[src/inc/prlt_pkg.sv]
// Constants and types shared by the PHY reset, LED and test register bank
package prlt_pkg;

   // Register indices as printed; byte address is four times the index
   localparam logic [5:0] PRLT_IDX_RESET = 6'h1F;
   localparam logic [5:0] PRLT_IDX_LED = 6'h25;
   localparam logic [5:0] PRLT_IDX_TEST = 6'h27;
   localparam int PRLT_ADDR_W = 8;
   localparam logic [7:0] PRLT_ADDR_RESET = {PRLT_IDX_RESET, 2'h0};
   localparam logic [7:0] PRLT_ADDR_LED = {PRLT_IDX_LED, 2'h0};
   localparam logic [7:0] PRLT_ADDR_TEST = {PRLT_IDX_TEST, 2'h0};

   // Reset control fields
   localparam int PRLT_SOFT_RESET_BIT = 15;
   localparam int PRLT_RESTART_BIT = 14;

   // LED control fields
   localparam int PRLT_COL_ROUTE_BIT = 10;
   localparam int PRLT_POL_BIT = 9;
   localparam int PRLT_SRC_LSB = 3;
   localparam int PRLT_ALT_ROUTE_BIT = 1;
   localparam int PRLT_ROUTE_EN_BIT = 0;

   // Compliance test fields
   localparam int PRLT_TEST_MSB_BIT = 5;
   localparam int PRLT_TEST_10T_BIT = 4;
   localparam logic [4:0] PRLT_TEST_OFF = 5'h00;

   // AXI responses
   localparam logic [1:0] PRLT_RESP_OKAY = 2'h0;
   localparam logic [1:0] PRLT_RESP_SLVERR = 2'h2;

   // LED source selection
   typedef enum logic [3:0]
   {
      PRLT_SRC_LINK = 4'h0,
      PRLT_SRC_ACT = 4'h1,
      PRLT_SRC_TX_ACT = 4'h2,
      PRLT_SRC_RX_ACT = 4'h3,
      PRLT_SRC_COL = 4'h4,
      PRLT_SRC_SPEED_100 = 4'h5,
      PRLT_SRC_SPEED_10 = 4'h6,
      PRLT_SRC_FULL_DUPLEX = 4'h7,
      PRLT_SRC_LINK_BLINK = 4'h8,
      PRLT_SRC_STRETCH = 4'h9,
      PRLT_SRC_LINK_100FD = 4'hA
   } prlt_led_src_t;

   // 10Base-T pattern selection
   typedef enum logic [3:0]
   {
      PRLT_PAT_LINK_PULSE = 4'h0,
      PRLT_PAT_PULSE_1 = 4'h1,
      PRLT_PAT_PULSE_0 = 4'h2,
      PRLT_PAT_REP_1 = 4'h3,
      PRLT_PAT_REP_0 = 4'h4,
      PRLT_PAT_PREAMBLE = 4'h5,
      PRLT_PAT_ONE_IDLE = 4'h6,
      PRLT_PAT_ZERO_IDLE = 4'h7,
      PRLT_PAT_1001 = 4'h8,
      PRLT_PAT_RANDOM = 4'h9,
      PRLT_PAT_IDLE_00 = 4'hA,
      PRLT_PAT_IDLE_01 = 4'hB,
      PRLT_PAT_IDLE_10 = 4'hC,
      PRLT_PAT_IDLE_11 = 4'hD
   } prlt_pattern_t;

   localparam logic [7:0] PRLT_LFSR_SEED = 8'hA5;

   // Activity stretch time
   localparam int PRLT_CLK_PERIOD_NS = 10;
   localparam int PRLT_STRETCH_MS = 50;
   localparam int PRLT_STRETCH_CYCLES =
      PRLT_STRETCH_MS * 1000000 / PRLT_CLK_PERIOD_NS;
   localparam int PRLT_STRETCH_W = 23;

endpackage

[src/hw/prlt_regs.sv]
// PHY reset, multi-purpose LED and compliance test registers on AXI4-Lite
//
// Added by the designer: the AXI4-Lite register port.
`timescale 1ns/1ns
//
// Function
// Writing one to the soft reset bit resets everything as a hardware reset does and the bit reads back zero.
// Writing one to the restart bit resets the transceiver circuitry but keeps every register value.
// Reserved bits of the three registers ignore writes and read zero.
// With the collision route bit set the collision pin carries the LED output instead of collision.
// The LED polarity bit starts from the strap level, high meaning active low, and software may change it.
// The four-bit source field picks link, activity, collision, speed, duplex, blink or stretch for the LED.
// The LED reaches the alternative pin only when both its route bit and the routing enable are set.
// The routing enable bit activates routing, and while clear that path routes nothing; the collision route bit routes to the collision pin without it.
// The LED source defaults to link, or to link with activity when the function strap is set.
// Test bit 4 picks 10Base-T patterns when one and 100Base-TX patterns when zero.
// In 10Base-T test mode the low four bits pick one of fourteen patterns.
// In 100Base-TX test mode a one is sent followed by N zeros, N from bit 5 over bits 3 to 0.
// A zero 100Base-TX selection ends test pattern transmission.
// Software writes zero to the 100Base-TX selection before any new non-zero value.
// Software forces the link speed before running any compliance test.
// Without routing both pins keep their normal function and the LED drives only routed pins.
module prlt_regs
   import prlt_pkg::*;
#(
   parameter int STRETCH_CYCLES = PRLT_STRETCH_CYCLES
)
(
   input wire logic aclk,
   input wire logic aresetn,
   input wire logic [PRLT_ADDR_W-1:0] s_axi_awaddr,
   input wire logic s_axi_awvalid,
   output logic s_axi_awready,
   input wire logic [31:0] s_axi_wdata,
   input wire logic [3:0] s_axi_wstrb,
   input wire logic s_axi_wvalid,
   output logic s_axi_wready,
   output logic [1:0] s_axi_bresp,
   output logic s_axi_bvalid,
   input wire logic s_axi_bready,
   input wire logic [PRLT_ADDR_W-1:0] s_axi_araddr,
   input wire logic s_axi_arvalid,
   output logic s_axi_arready,
   output logic [31:0] s_axi_rdata,
   output logic [1:0] s_axi_rresp,
   output logic s_axi_rvalid,
   input wire logic s_axi_rready,
   input wire logic link_ok,
   input wire logic rx_activity,
   input wire logic tx_activity,
   input wire logic collision_in,
   input wire logic speed_100,
   input wire logic full_duplex,
   input wire logic alt_pin_func_in,
   input wire logic col_pin_strap,
   input wire logic led_function_strap,
   output logic col_pin_out,
   output logic alt_pin_out,
   output logic phy_reset_pulse,
   output logic restart_pulse,
   output logic test_tx_bit,
   output logic test_active,
   output logic test_mode_10t
);

   typedef struct packed
   {
      logic awready;
      logic wready;
      logic aw_have;
      logic w_have;
      logic [PRLT_ADDR_W-1:0] awaddr;
      logic [15:0] wdata;
      logic [1:0] wstrb;
      logic bvalid;
      logic [1:0] bresp;
      logic arready;
      logic rvalid;
      logic [31:0] rdata;
      logic [1:0] rresp;
      logic col_route;
      logic pol;
      logic [3:0] led_src;
      logic alt_route;
      logic route_en;
      logic [5:0] test_cfg;
      logic strap_pending;
      logic phy_reset;
      logic restart;
      logic [PRLT_STRETCH_W-1:0] stretch;
      logic col_pin;
      logic alt_pin;
   } prlt_state_t;

   // Strap capture is armed by reset and done on the first clocked cycle
   localparam prlt_state_t REG_RST = '{strap_pending: 1'b1, default: '0};
   localparam logic [PRLT_STRETCH_W-1:0] STRETCH_LOAD =
      PRLT_STRETCH_W'(STRETCH_CYCLES - 1);

   prlt_state_t q;
   prlt_state_t s;
   logic [15:0] wword;
   logic [15:0] rword;
   logic rd_ok;
   logic wr_ok;
   logic activity;
   logic stretched;
   logic led_level;
   logic led_drive;
   logic gen_bit;
   logic gen_active;
   logic gen_10t;

   // Byte lanes 0 and 1 carry the 16-bit register; other lanes are dropped
   function automatic logic [15:0] merge(input logic [15:0] old,
      input logic [15:0] data, input logic [1:0] strb);
      logic [15:0] res;
      res = old;
      if (strb[0])
         res[7:0] = data[7:0];
      if (strb[1])
         res[15:8] = data[15:8];
      return res;
   endfunction

   function automatic logic [15:0] led_word(input prlt_state_t r);
      logic [15:0] w;
      w = '0;
      w[PRLT_COL_ROUTE_BIT] = r.col_route;
      w[PRLT_POL_BIT] = r.pol;
      w[PRLT_SRC_LSB +: 4] = r.led_src;
      w[PRLT_ALT_ROUTE_BIT] = r.alt_route;
      w[PRLT_ROUTE_EN_BIT] = r.route_en;
      return w;
   endfunction

   function automatic logic [15:0] test_word(input prlt_state_t r);
      logic [15:0] w;
      w = '0;
      w[PRLT_TEST_MSB_BIT:0] = r.test_cfg;
      return w;
   endfunction

   // Read decode; self-clearing reset bits always read zero
   always_comb
   begin
      rword = '0;
      rd_ok = 1'b1;
      unique case (s_axi_araddr)
         PRLT_ADDR_RESET:
            rword = '0;
         PRLT_ADDR_LED:
            rword = led_word(q);
         PRLT_ADDR_TEST:
            rword = test_word(q);
         default:
            rd_ok = 1'b0;
      endcase
   end

   assign activity = rx_activity | tx_activity;
   assign stretched = activity | (q.stretch != '0);

   always_comb
   begin
      led_level = 1'b0;
      unique case (q.led_src)
         PRLT_SRC_LINK:
            led_level = link_ok;
         PRLT_SRC_ACT:
            led_level = activity;
         PRLT_SRC_TX_ACT:
            led_level = tx_activity;
         PRLT_SRC_RX_ACT:
            led_level = rx_activity;
         PRLT_SRC_COL:
            led_level = collision_in;
         PRLT_SRC_SPEED_100:
            led_level = speed_100;
         PRLT_SRC_SPEED_10:
            led_level = ~speed_100;
         PRLT_SRC_FULL_DUPLEX:
            led_level = full_duplex;
         // Lit on link, dark while activity or its stretch timer is running
         PRLT_SRC_LINK_BLINK:
            led_level = link_ok & ~stretched;
         PRLT_SRC_STRETCH:
            led_level = stretched;
         PRLT_SRC_LINK_100FD:
            led_level = link_ok & speed_100 & full_duplex;
         default:
            led_level = 1'b0;
      endcase
   end

   // Polarity one means active low
   assign led_drive = led_level ^ q.pol;

   always_comb
   begin
      s = q;
      wword = '0;
      wr_ok = 1'b1;
      s.phy_reset = 1'b0;
      s.restart = 1'b0;

      // Power-up strap capture, repeated after a soft reset
      if (q.strap_pending)
      begin
         s.strap_pending = 1'b0;
         s.pol = col_pin_strap;
         s.led_src = led_function_strap ? PRLT_SRC_LINK_BLINK
            : PRLT_SRC_LINK;
      end

      if (q.bvalid && s_axi_bready)
         s.bvalid = 1'b0;
      if (q.awready && s_axi_awvalid)
      begin
         s.aw_have = 1'b1;
         s.awaddr = s_axi_awaddr;
      end
      if (q.wready && s_axi_wvalid)
      begin
         s.w_have = 1'b1;
         s.wdata = s_axi_wdata[15:0];
         s.wstrb = s_axi_wstrb[1:0];
      end

      if (s.aw_have && s.w_have && !s.bvalid)
      begin
         s.aw_have = 1'b0;
         s.w_have = 1'b0;
         s.bvalid = 1'b1;
         unique case (s.awaddr)
            PRLT_ADDR_RESET:
            begin
               wword = merge('0, s.wdata, s.wstrb);
               if (wword[PRLT_SOFT_RESET_BIT])
               begin
                  // Bus handshake survives so the response is not lost
                  s.col_route = REG_RST.col_route;
                  s.alt_route = REG_RST.alt_route;
                  s.route_en = REG_RST.route_en;
                  s.test_cfg = REG_RST.test_cfg;
                  s.stretch = REG_RST.stretch;
                  s.strap_pending = 1'b1;
                  s.phy_reset = 1'b1;
               end
               else if (wword[PRLT_RESTART_BIT])
                  s.restart = 1'b1;
            end
            PRLT_ADDR_LED:
            begin
               wword = merge(led_word(q), s.wdata, s.wstrb);
               s.col_route = wword[PRLT_COL_ROUTE_BIT];
               s.pol = wword[PRLT_POL_BIT];
               s.led_src = wword[PRLT_SRC_LSB +: 4];
               s.alt_route = wword[PRLT_ALT_ROUTE_BIT];
               s.route_en = wword[PRLT_ROUTE_EN_BIT];
            end
            PRLT_ADDR_TEST:
            begin
               // Bits above the field are dropped here, so they read zero
               wword = merge(test_word(q), s.wdata, s.wstrb);
               s.test_cfg = wword[PRLT_TEST_MSB_BIT:0];
            end
            default:
               wr_ok = 1'b0;
         endcase
         s.bresp = wr_ok ? PRLT_RESP_OKAY : PRLT_RESP_SLVERR;
      end
      s.awready = !s.aw_have && !s.bvalid;
      s.wready = !s.w_have && !s.bvalid;

      if (q.rvalid && s_axi_rready)
         s.rvalid = 1'b0;
      if (q.arready && s_axi_arvalid)
      begin
         s.rvalid = 1'b1;
         s.rdata = {16'h0000, rword};
         s.rresp = rd_ok ? PRLT_RESP_OKAY : PRLT_RESP_SLVERR;
      end
      s.arready = !s.rvalid;

      // Restart clears circuitry state such as the stretch timer
      if (q.restart || q.phy_reset)
         s.stretch = '0;
      else if (activity)
         s.stretch = STRETCH_LOAD;
      else if (q.stretch != '0)
         s.stretch = PRLT_STRETCH_W'(q.stretch - 1'b1);

      s.col_pin = q.col_route ? led_drive : collision_in;
      s.alt_pin = (q.route_en && q.alt_route) ? led_drive
         : alt_pin_func_in;
   end

   always_ff @(posedge aclk)
   begin
      if (!aresetn)
         q <= REG_RST;
      else
         q <= s;
   end

   // Generator restarts on either reset kind and on any change of the
   // selection, so it needs no clearing between two non-zero values
   prlt_test_gen u_gen
   (
      .aclk(aclk),
      .aresetn(aresetn),
      .restart(q.restart | q.phy_reset),
      .test_cfg(q.test_cfg),
      .tx_bit(gen_bit),
      .active(gen_active),
      .mode_10t(gen_10t)
   );

   assign s_axi_awready = q.awready;
   assign s_axi_wready = q.wready;
   assign s_axi_bresp = q.bresp;
   assign s_axi_bvalid = q.bvalid;
   assign s_axi_arready = q.arready;
   assign s_axi_rdata = q.rdata;
   assign s_axi_rresp = q.rresp;
   assign s_axi_rvalid = q.rvalid;
   assign col_pin_out = q.col_pin;
   assign alt_pin_out = q.alt_pin;
   assign phy_reset_pulse = q.phy_reset;
   assign restart_pulse = q.restart;
   assign test_tx_bit = gen_bit;
   assign test_active = gen_active;
   assign test_mode_10t = gen_10t;

endmodule

[src/hw/prlt_test_gen.sv]
// Compliance test pattern generator for 10Base-T and 100Base-TX
`timescale 1ns/1ns
module prlt_test_gen
   import prlt_pkg::*;
(
   input wire logic aclk,
   input wire logic aresetn,
   input wire logic restart,
   input wire logic [5:0] test_cfg,
   output logic tx_bit,
   output logic active,
   output logic mode_10t
);

   typedef struct packed
   {
      logic [4:0] cnt;
      logic [7:0] lfsr;
      logic first;
      logic [5:0] cfg_last;
      logic tx_bit;
      logic active;
      logic mode_10t;
   } prlt_gen_t;

   localparam prlt_gen_t GEN_RST = '{lfsr: PRLT_LFSR_SEED, first: 1'b1,
      default: '0};

   prlt_gen_t q;
   prlt_gen_t s;
   logic [4:0] zeros;
   logic [1:0] idle;
   logic is_10t;

   always_comb
   begin
      s = q;
      is_10t = test_cfg[PRLT_TEST_10T_BIT];
      zeros = {test_cfg[PRLT_TEST_MSB_BIT], test_cfg[3:0]};
      idle = 2'(test_cfg[3:0] - PRLT_PAT_IDLE_00);
      s.lfsr = {q.lfsr[6:0], q.lfsr[7] ^ q.lfsr[5] ^ q.lfsr[4] ^ q.lfsr[3]};
      // Any change of selection starts the pattern from its first bit
      if (restart || test_cfg != q.cfg_last)
      begin
         s.cnt = '0;
         s.first = 1'b1;
         s.cfg_last = test_cfg;
         // Reseeded so every restart replays the same random stream
         s.lfsr = GEN_RST.lfsr;
      end
      else
      begin
         s.first = 1'b0;
         if (!is_10t && q.cnt == zeros)
            s.cnt = '0;
         else
            s.cnt = 5'(q.cnt + 5'h01);
      end
      s.mode_10t = is_10t;
      if (is_10t)
      begin
         s.active = 1'b1;
         unique case (test_cfg[3:0])
            PRLT_PAT_LINK_PULSE, PRLT_PAT_PULSE_1, PRLT_PAT_ONE_IDLE:
               s.tx_bit = q.first;
            PRLT_PAT_PULSE_0, PRLT_PAT_ZERO_IDLE:
               s.tx_bit = 1'b0;
            PRLT_PAT_REP_1:
               s.tx_bit = 1'b1;
            PRLT_PAT_REP_0:
               s.tx_bit = 1'b0;
            PRLT_PAT_PREAMBLE:
               s.tx_bit = ~q.cnt[0];
            PRLT_PAT_1001:
               s.tx_bit = q.cnt[1] ~^ q.cnt[0];
            PRLT_PAT_RANDOM:
               s.tx_bit = q.lfsr[0];
            PRLT_PAT_IDLE_00, PRLT_PAT_IDLE_01, PRLT_PAT_IDLE_10,
            PRLT_PAT_IDLE_11:
               s.tx_bit = idle[q.cnt[0]];
            default:
               s.tx_bit = 1'b0;
         endcase
      end
      else
      begin
         // A single one, then the selected number of zeros
         s.active = zeros != PRLT_TEST_OFF;
         // Low while the counter restarts, else the first one is doubled
         s.tx_bit = s.active && q.cnt == '0 && !s.first;
      end
   end

   always_ff @(posedge aclk)
   begin
      if (!aresetn)
         q <= GEN_RST;
      else
         q <= s;
   end

   assign tx_bit = q.tx_bit;
   assign active = q.active;
   assign mode_10t = q.mode_10t;

endmodule

[config.mk]
export PLATFORM = sky130hd
export DESIGN_NAME = prlt_regs
export DESIGN_NICKNAME = d
export VERILOG_FILES = /design/src/inc/prlt_pkg.sv /design/src/hw/prlt_regs.sv /design/src/hw/prlt_test_gen.sv
export SDC_FILE = /design/constraint.sdc
export NUM_CORES = 1
export LEC_CHECK = 0
export BUFFER_PORTS_ARGS = -buffer_cell sky130_fd_sc_hd__buf_2
export CAP_MARGIN = 20
export CORE_AREA = 3 3 171 90
export DETAILED_ROUTE_END_ITERATION = 6
export DIE_AREA = 0 0 174 93
export GPL_ROUTABILITY_DRIVEN = 0
export SETUP_SLACK_MARGIN = 0.2
export SYNTH_ARGS = -nofsm -noshare
export SYNTH_HDL_FRONTEND = slang
export SYNTH_SLANG_ARGS = --single-unit
[constraint.sdc]
create_clock -name aclk -period 2.4 [get_ports aclk]
set_input_delay 0.24 -clock aclk [delete_from_list [all_inputs] [get_ports aclk]]
set_output_delay 0.24 -clock aclk [all_outputs]
set_load 0.02 [all_outputs]
==> impl_metrics.ini <==
[clock_tree]
clkSinkCount = 104
cts.clk_slew.worst_paths_ns = 0.07
cts_max_level = 3
cts_tree = yes
worstSkewPairLatency_ns = 0.35
cts_made_buffers = 9
cts_root_buffer = clkbuf_16
cts_buffer_depth = 2

[worst_hold_path]
worstHoldPathType = input port to flip-flop

[floorplan]
initial_core_util_pct = 35.2
die_w_um = 174
io_pins = 116
rows = 31
core-area_sq_um = 14100
die_y_um = 93
dieArea_sq_um = 16200

[worst_setup_path]
worstPathArrival_ns = 2.36
path_max_fanout = 4
critPathLaunchType = flip-flop
path_class = flip-flop to flip-flop
end_kind = flip-flop
required_ns = 2.63

[logic_synthesis]
synth_cell_types = 66
synth-edff-count = 0
synth_fa_ha_area_share_pct = 1.01
synthTopCellsByArea = dfxtp_1, buf_4, nand2_1
synth_mux_area_share_pct = 2.90
synth-main-ff-cell = dfxtp_1
async_flop_share_pct = 0
synth_xor_area_share_pct = 6.35
synth_compound_area_share_pct = 13.6
synth_top_family_by_area = simple AND/OR/NAND/NOR gates
netlist.area_leader.share_pct = 41.9
syn-instance-count = 566
synth_area_sq_um = 4960
synth_seq_cells = 104
yosys_warnings = 0
synthSimpleGateAreaFrac_pct = 25.8
avgSynthCellArea_sq_um = 8.77
yosys.area.top_type = dfxtp_1
ys_seq_area_share_pct = 41.9

[place]
placed_cells = 809
io_buffers = 67
hpwl_um = 9710
placed_area_sq_um = 5390

[timing]
post-route-period-util_pct = 88.8
hold_viol = 0
fmax_mhz = 469
tightest_slew_ns = 0.676
clock_skew_ns = 0.0102
setup_violations = 0
fin_crit_ns = 2.13
rsz0062_at_grt = false
setup_tns_ns = 0
max_slew_margin_pct = 54.6
finalMaxSlewViolations = 0

[grt]
grt_overflow_total = 0
grt_pass1_wl_um = 19900
grt_max_degree = 31
grt_use_total_pct = 15.5
grt_pass1_vias = 3862
grt_antenna_before_repair = 0

[layout]
largest_register = q
largest_register_ffs = 61
area_growth_pct = 16.9
final_nets = 697
n_antenna_cell = 0
final_area_sq_um = 5800
drive_gt1_share_pct = 20.8
final_cells = 828

[detailed_routing]
wl_per_cell_um = 15.3
drt_first_pass_iters = 6
routed_via_density = 4.95
vias = 4095
drc_errors = 0
drt-total-wl_um = 12700
drt_iter0_markers = 294
drtAntennaViolNets = 0

[power_and_ir_drop]
p_leak_uw = 0.00233
peakVddDrop_mv = 0.334
p_per_area_nw_per_um2 = 663

[flow_run]
drv_cap = 0

[run_status]
run_status = complete, no violations
==> layout make-up <==
cell class | instances | area (sq um)
sequential | 104 | 2080
inverter | 9 | 33.8
tap | 198 | 248
clock buffer | 10 | 229
timing repair buffer | 88 | 494
clock inverter | 6 | 91.3
fill | 1439 | 8320
multi-input combinational | 413 | 2620
==> critical path, stage by stage (launching register included) <==
cell and delay, ns:
dfxtp_1 0.33, or4_4 0.57, or2_4 0.29, o31a_1 0.34
o31ai_2 0.27, xnor2_1 0.14, o22ai_1 0.09
==> worst paths after layout <==
| check | start | end | depth (start not counted) | slack (ns) |
|---|---|---|---|---|
| setup / recovery | q[17] | col_pin_out | 6 | 0.27 |
| hold / removal | s_axi_awaddr[4] | q[103] | 3 | 0.16 |
| setup reg to reg | q[17] | col_pin_out | 6 | 0.27 |
| hold reg to reg | u_gen.q[11] | u_gen.q[12] | 1 | 0.42 |
==> cells in the mapped netlist (2+ instances only) <==
cell and number:
a21boi_0 20, a21oi_1 14, a221oi_1 6, a22o_1 6, a31oi_1 9, and2_1 17
and3_1 5, and4b_1 2, buf_4 36, clkbuf_1 25, clkbuf_2 2, dfxtp_1 104
ha_1 4, inv_1 9, mux2_2 3, mux2i_1 11, nand2_1 59, nand2b_1 12
nand3_1 21, nand3b_1 3, nand4_1 8, nand4b_1 3, nor2_1 50, nor2b_1 11
nor3_1 14, nor3b_1 11, nor4_1 8, nor4b_1 2, o21a_1 2, o21ai_0 11
o22ai_1 4, or2_2 5, or3_1 2, xnor2_1 22, xor2_1 14
==> layout by cell type (no fill, tap or decap), drive strengths merged, types with 11 or more instances in the layout <==
| cell | instances |
|---|---|
| nand2b | 12 |
| nor2 | 50 |
| nand3 | 21 |
| nor3 | 14 |
| mux2i | 11 |
| nor3b | 11 |
| buf | 88 |
| nor2b | 11 |
| dfxtp | 104 |
| a21boi | 20 |
| xor2 | 14 |
| xnor2 | 22 |
| o21ai | 11 |
| nand2 | 59 |
| inv | 11 |
| conb | 25 |
| a21oi | 14 |
| and2 | 17 |
==> cells by family (layout without fill, tap and decap cells) <==
| group | count (synthesis) | in the layout |
|---|---|---|
| other | 1 | 25 |
| flip-flops | 104 | 104 |
| XOR/XNOR | 36 | 36 |
| AO/OA/AOI/OAI | 92 | 92 |
| buffers and inverters | 73 | 113 |
| multiplexers | 14 | 14 |
| AND/OR/NAND/NOR | 242 | 242 |
| adder cells (fa/ha/maj) | 4 | 4 |
==> per-layer routing <==
layer  part of all wire, %  wire length, um  global-route usage, %  vias up
li1                      -                -                      -     2016
met1                    54             6840                   23.4     1951
met2                    40             5020                   21.6      116
met3                   5.8              735                   3.81       12
met4                  0.86              109                   4.34        0
met5                     0                0                      0        -
==> metrics by stage <==
stage	util (%)	hold WS (ns)	worst slack [ns]	total power, uW
2_1_floorplan	-	0.385	0.229	2190
3_3_place_gp	38.2	0.397	0.0572	2270
3_5_place_dp	38.2	0.393	0.0197	2290
4_1_cts	40.5	0.154	0.197	3870
5_1_grt	41.1	0.166	0.202	4000
6_report	41.1	0.164	0.269	3850
==> report_power, final <==
group          internal [uW]  switching [uW]  leakage, uW
sequential              1800            53.0     0.000852
combinational            162             254      0.00132
clock                    923             657     0.000157
==> what timing repair did <==
action | CTS | global route
resized for setup | 2 | 16
setup buffers | 0 | 2
gates cloned | 0 | 1
pin swaps | 0 | 3
hold buffers | 0 | 0
endpoints found under the setup margin | 8 | 24
(Power assumes the default switching activity.)
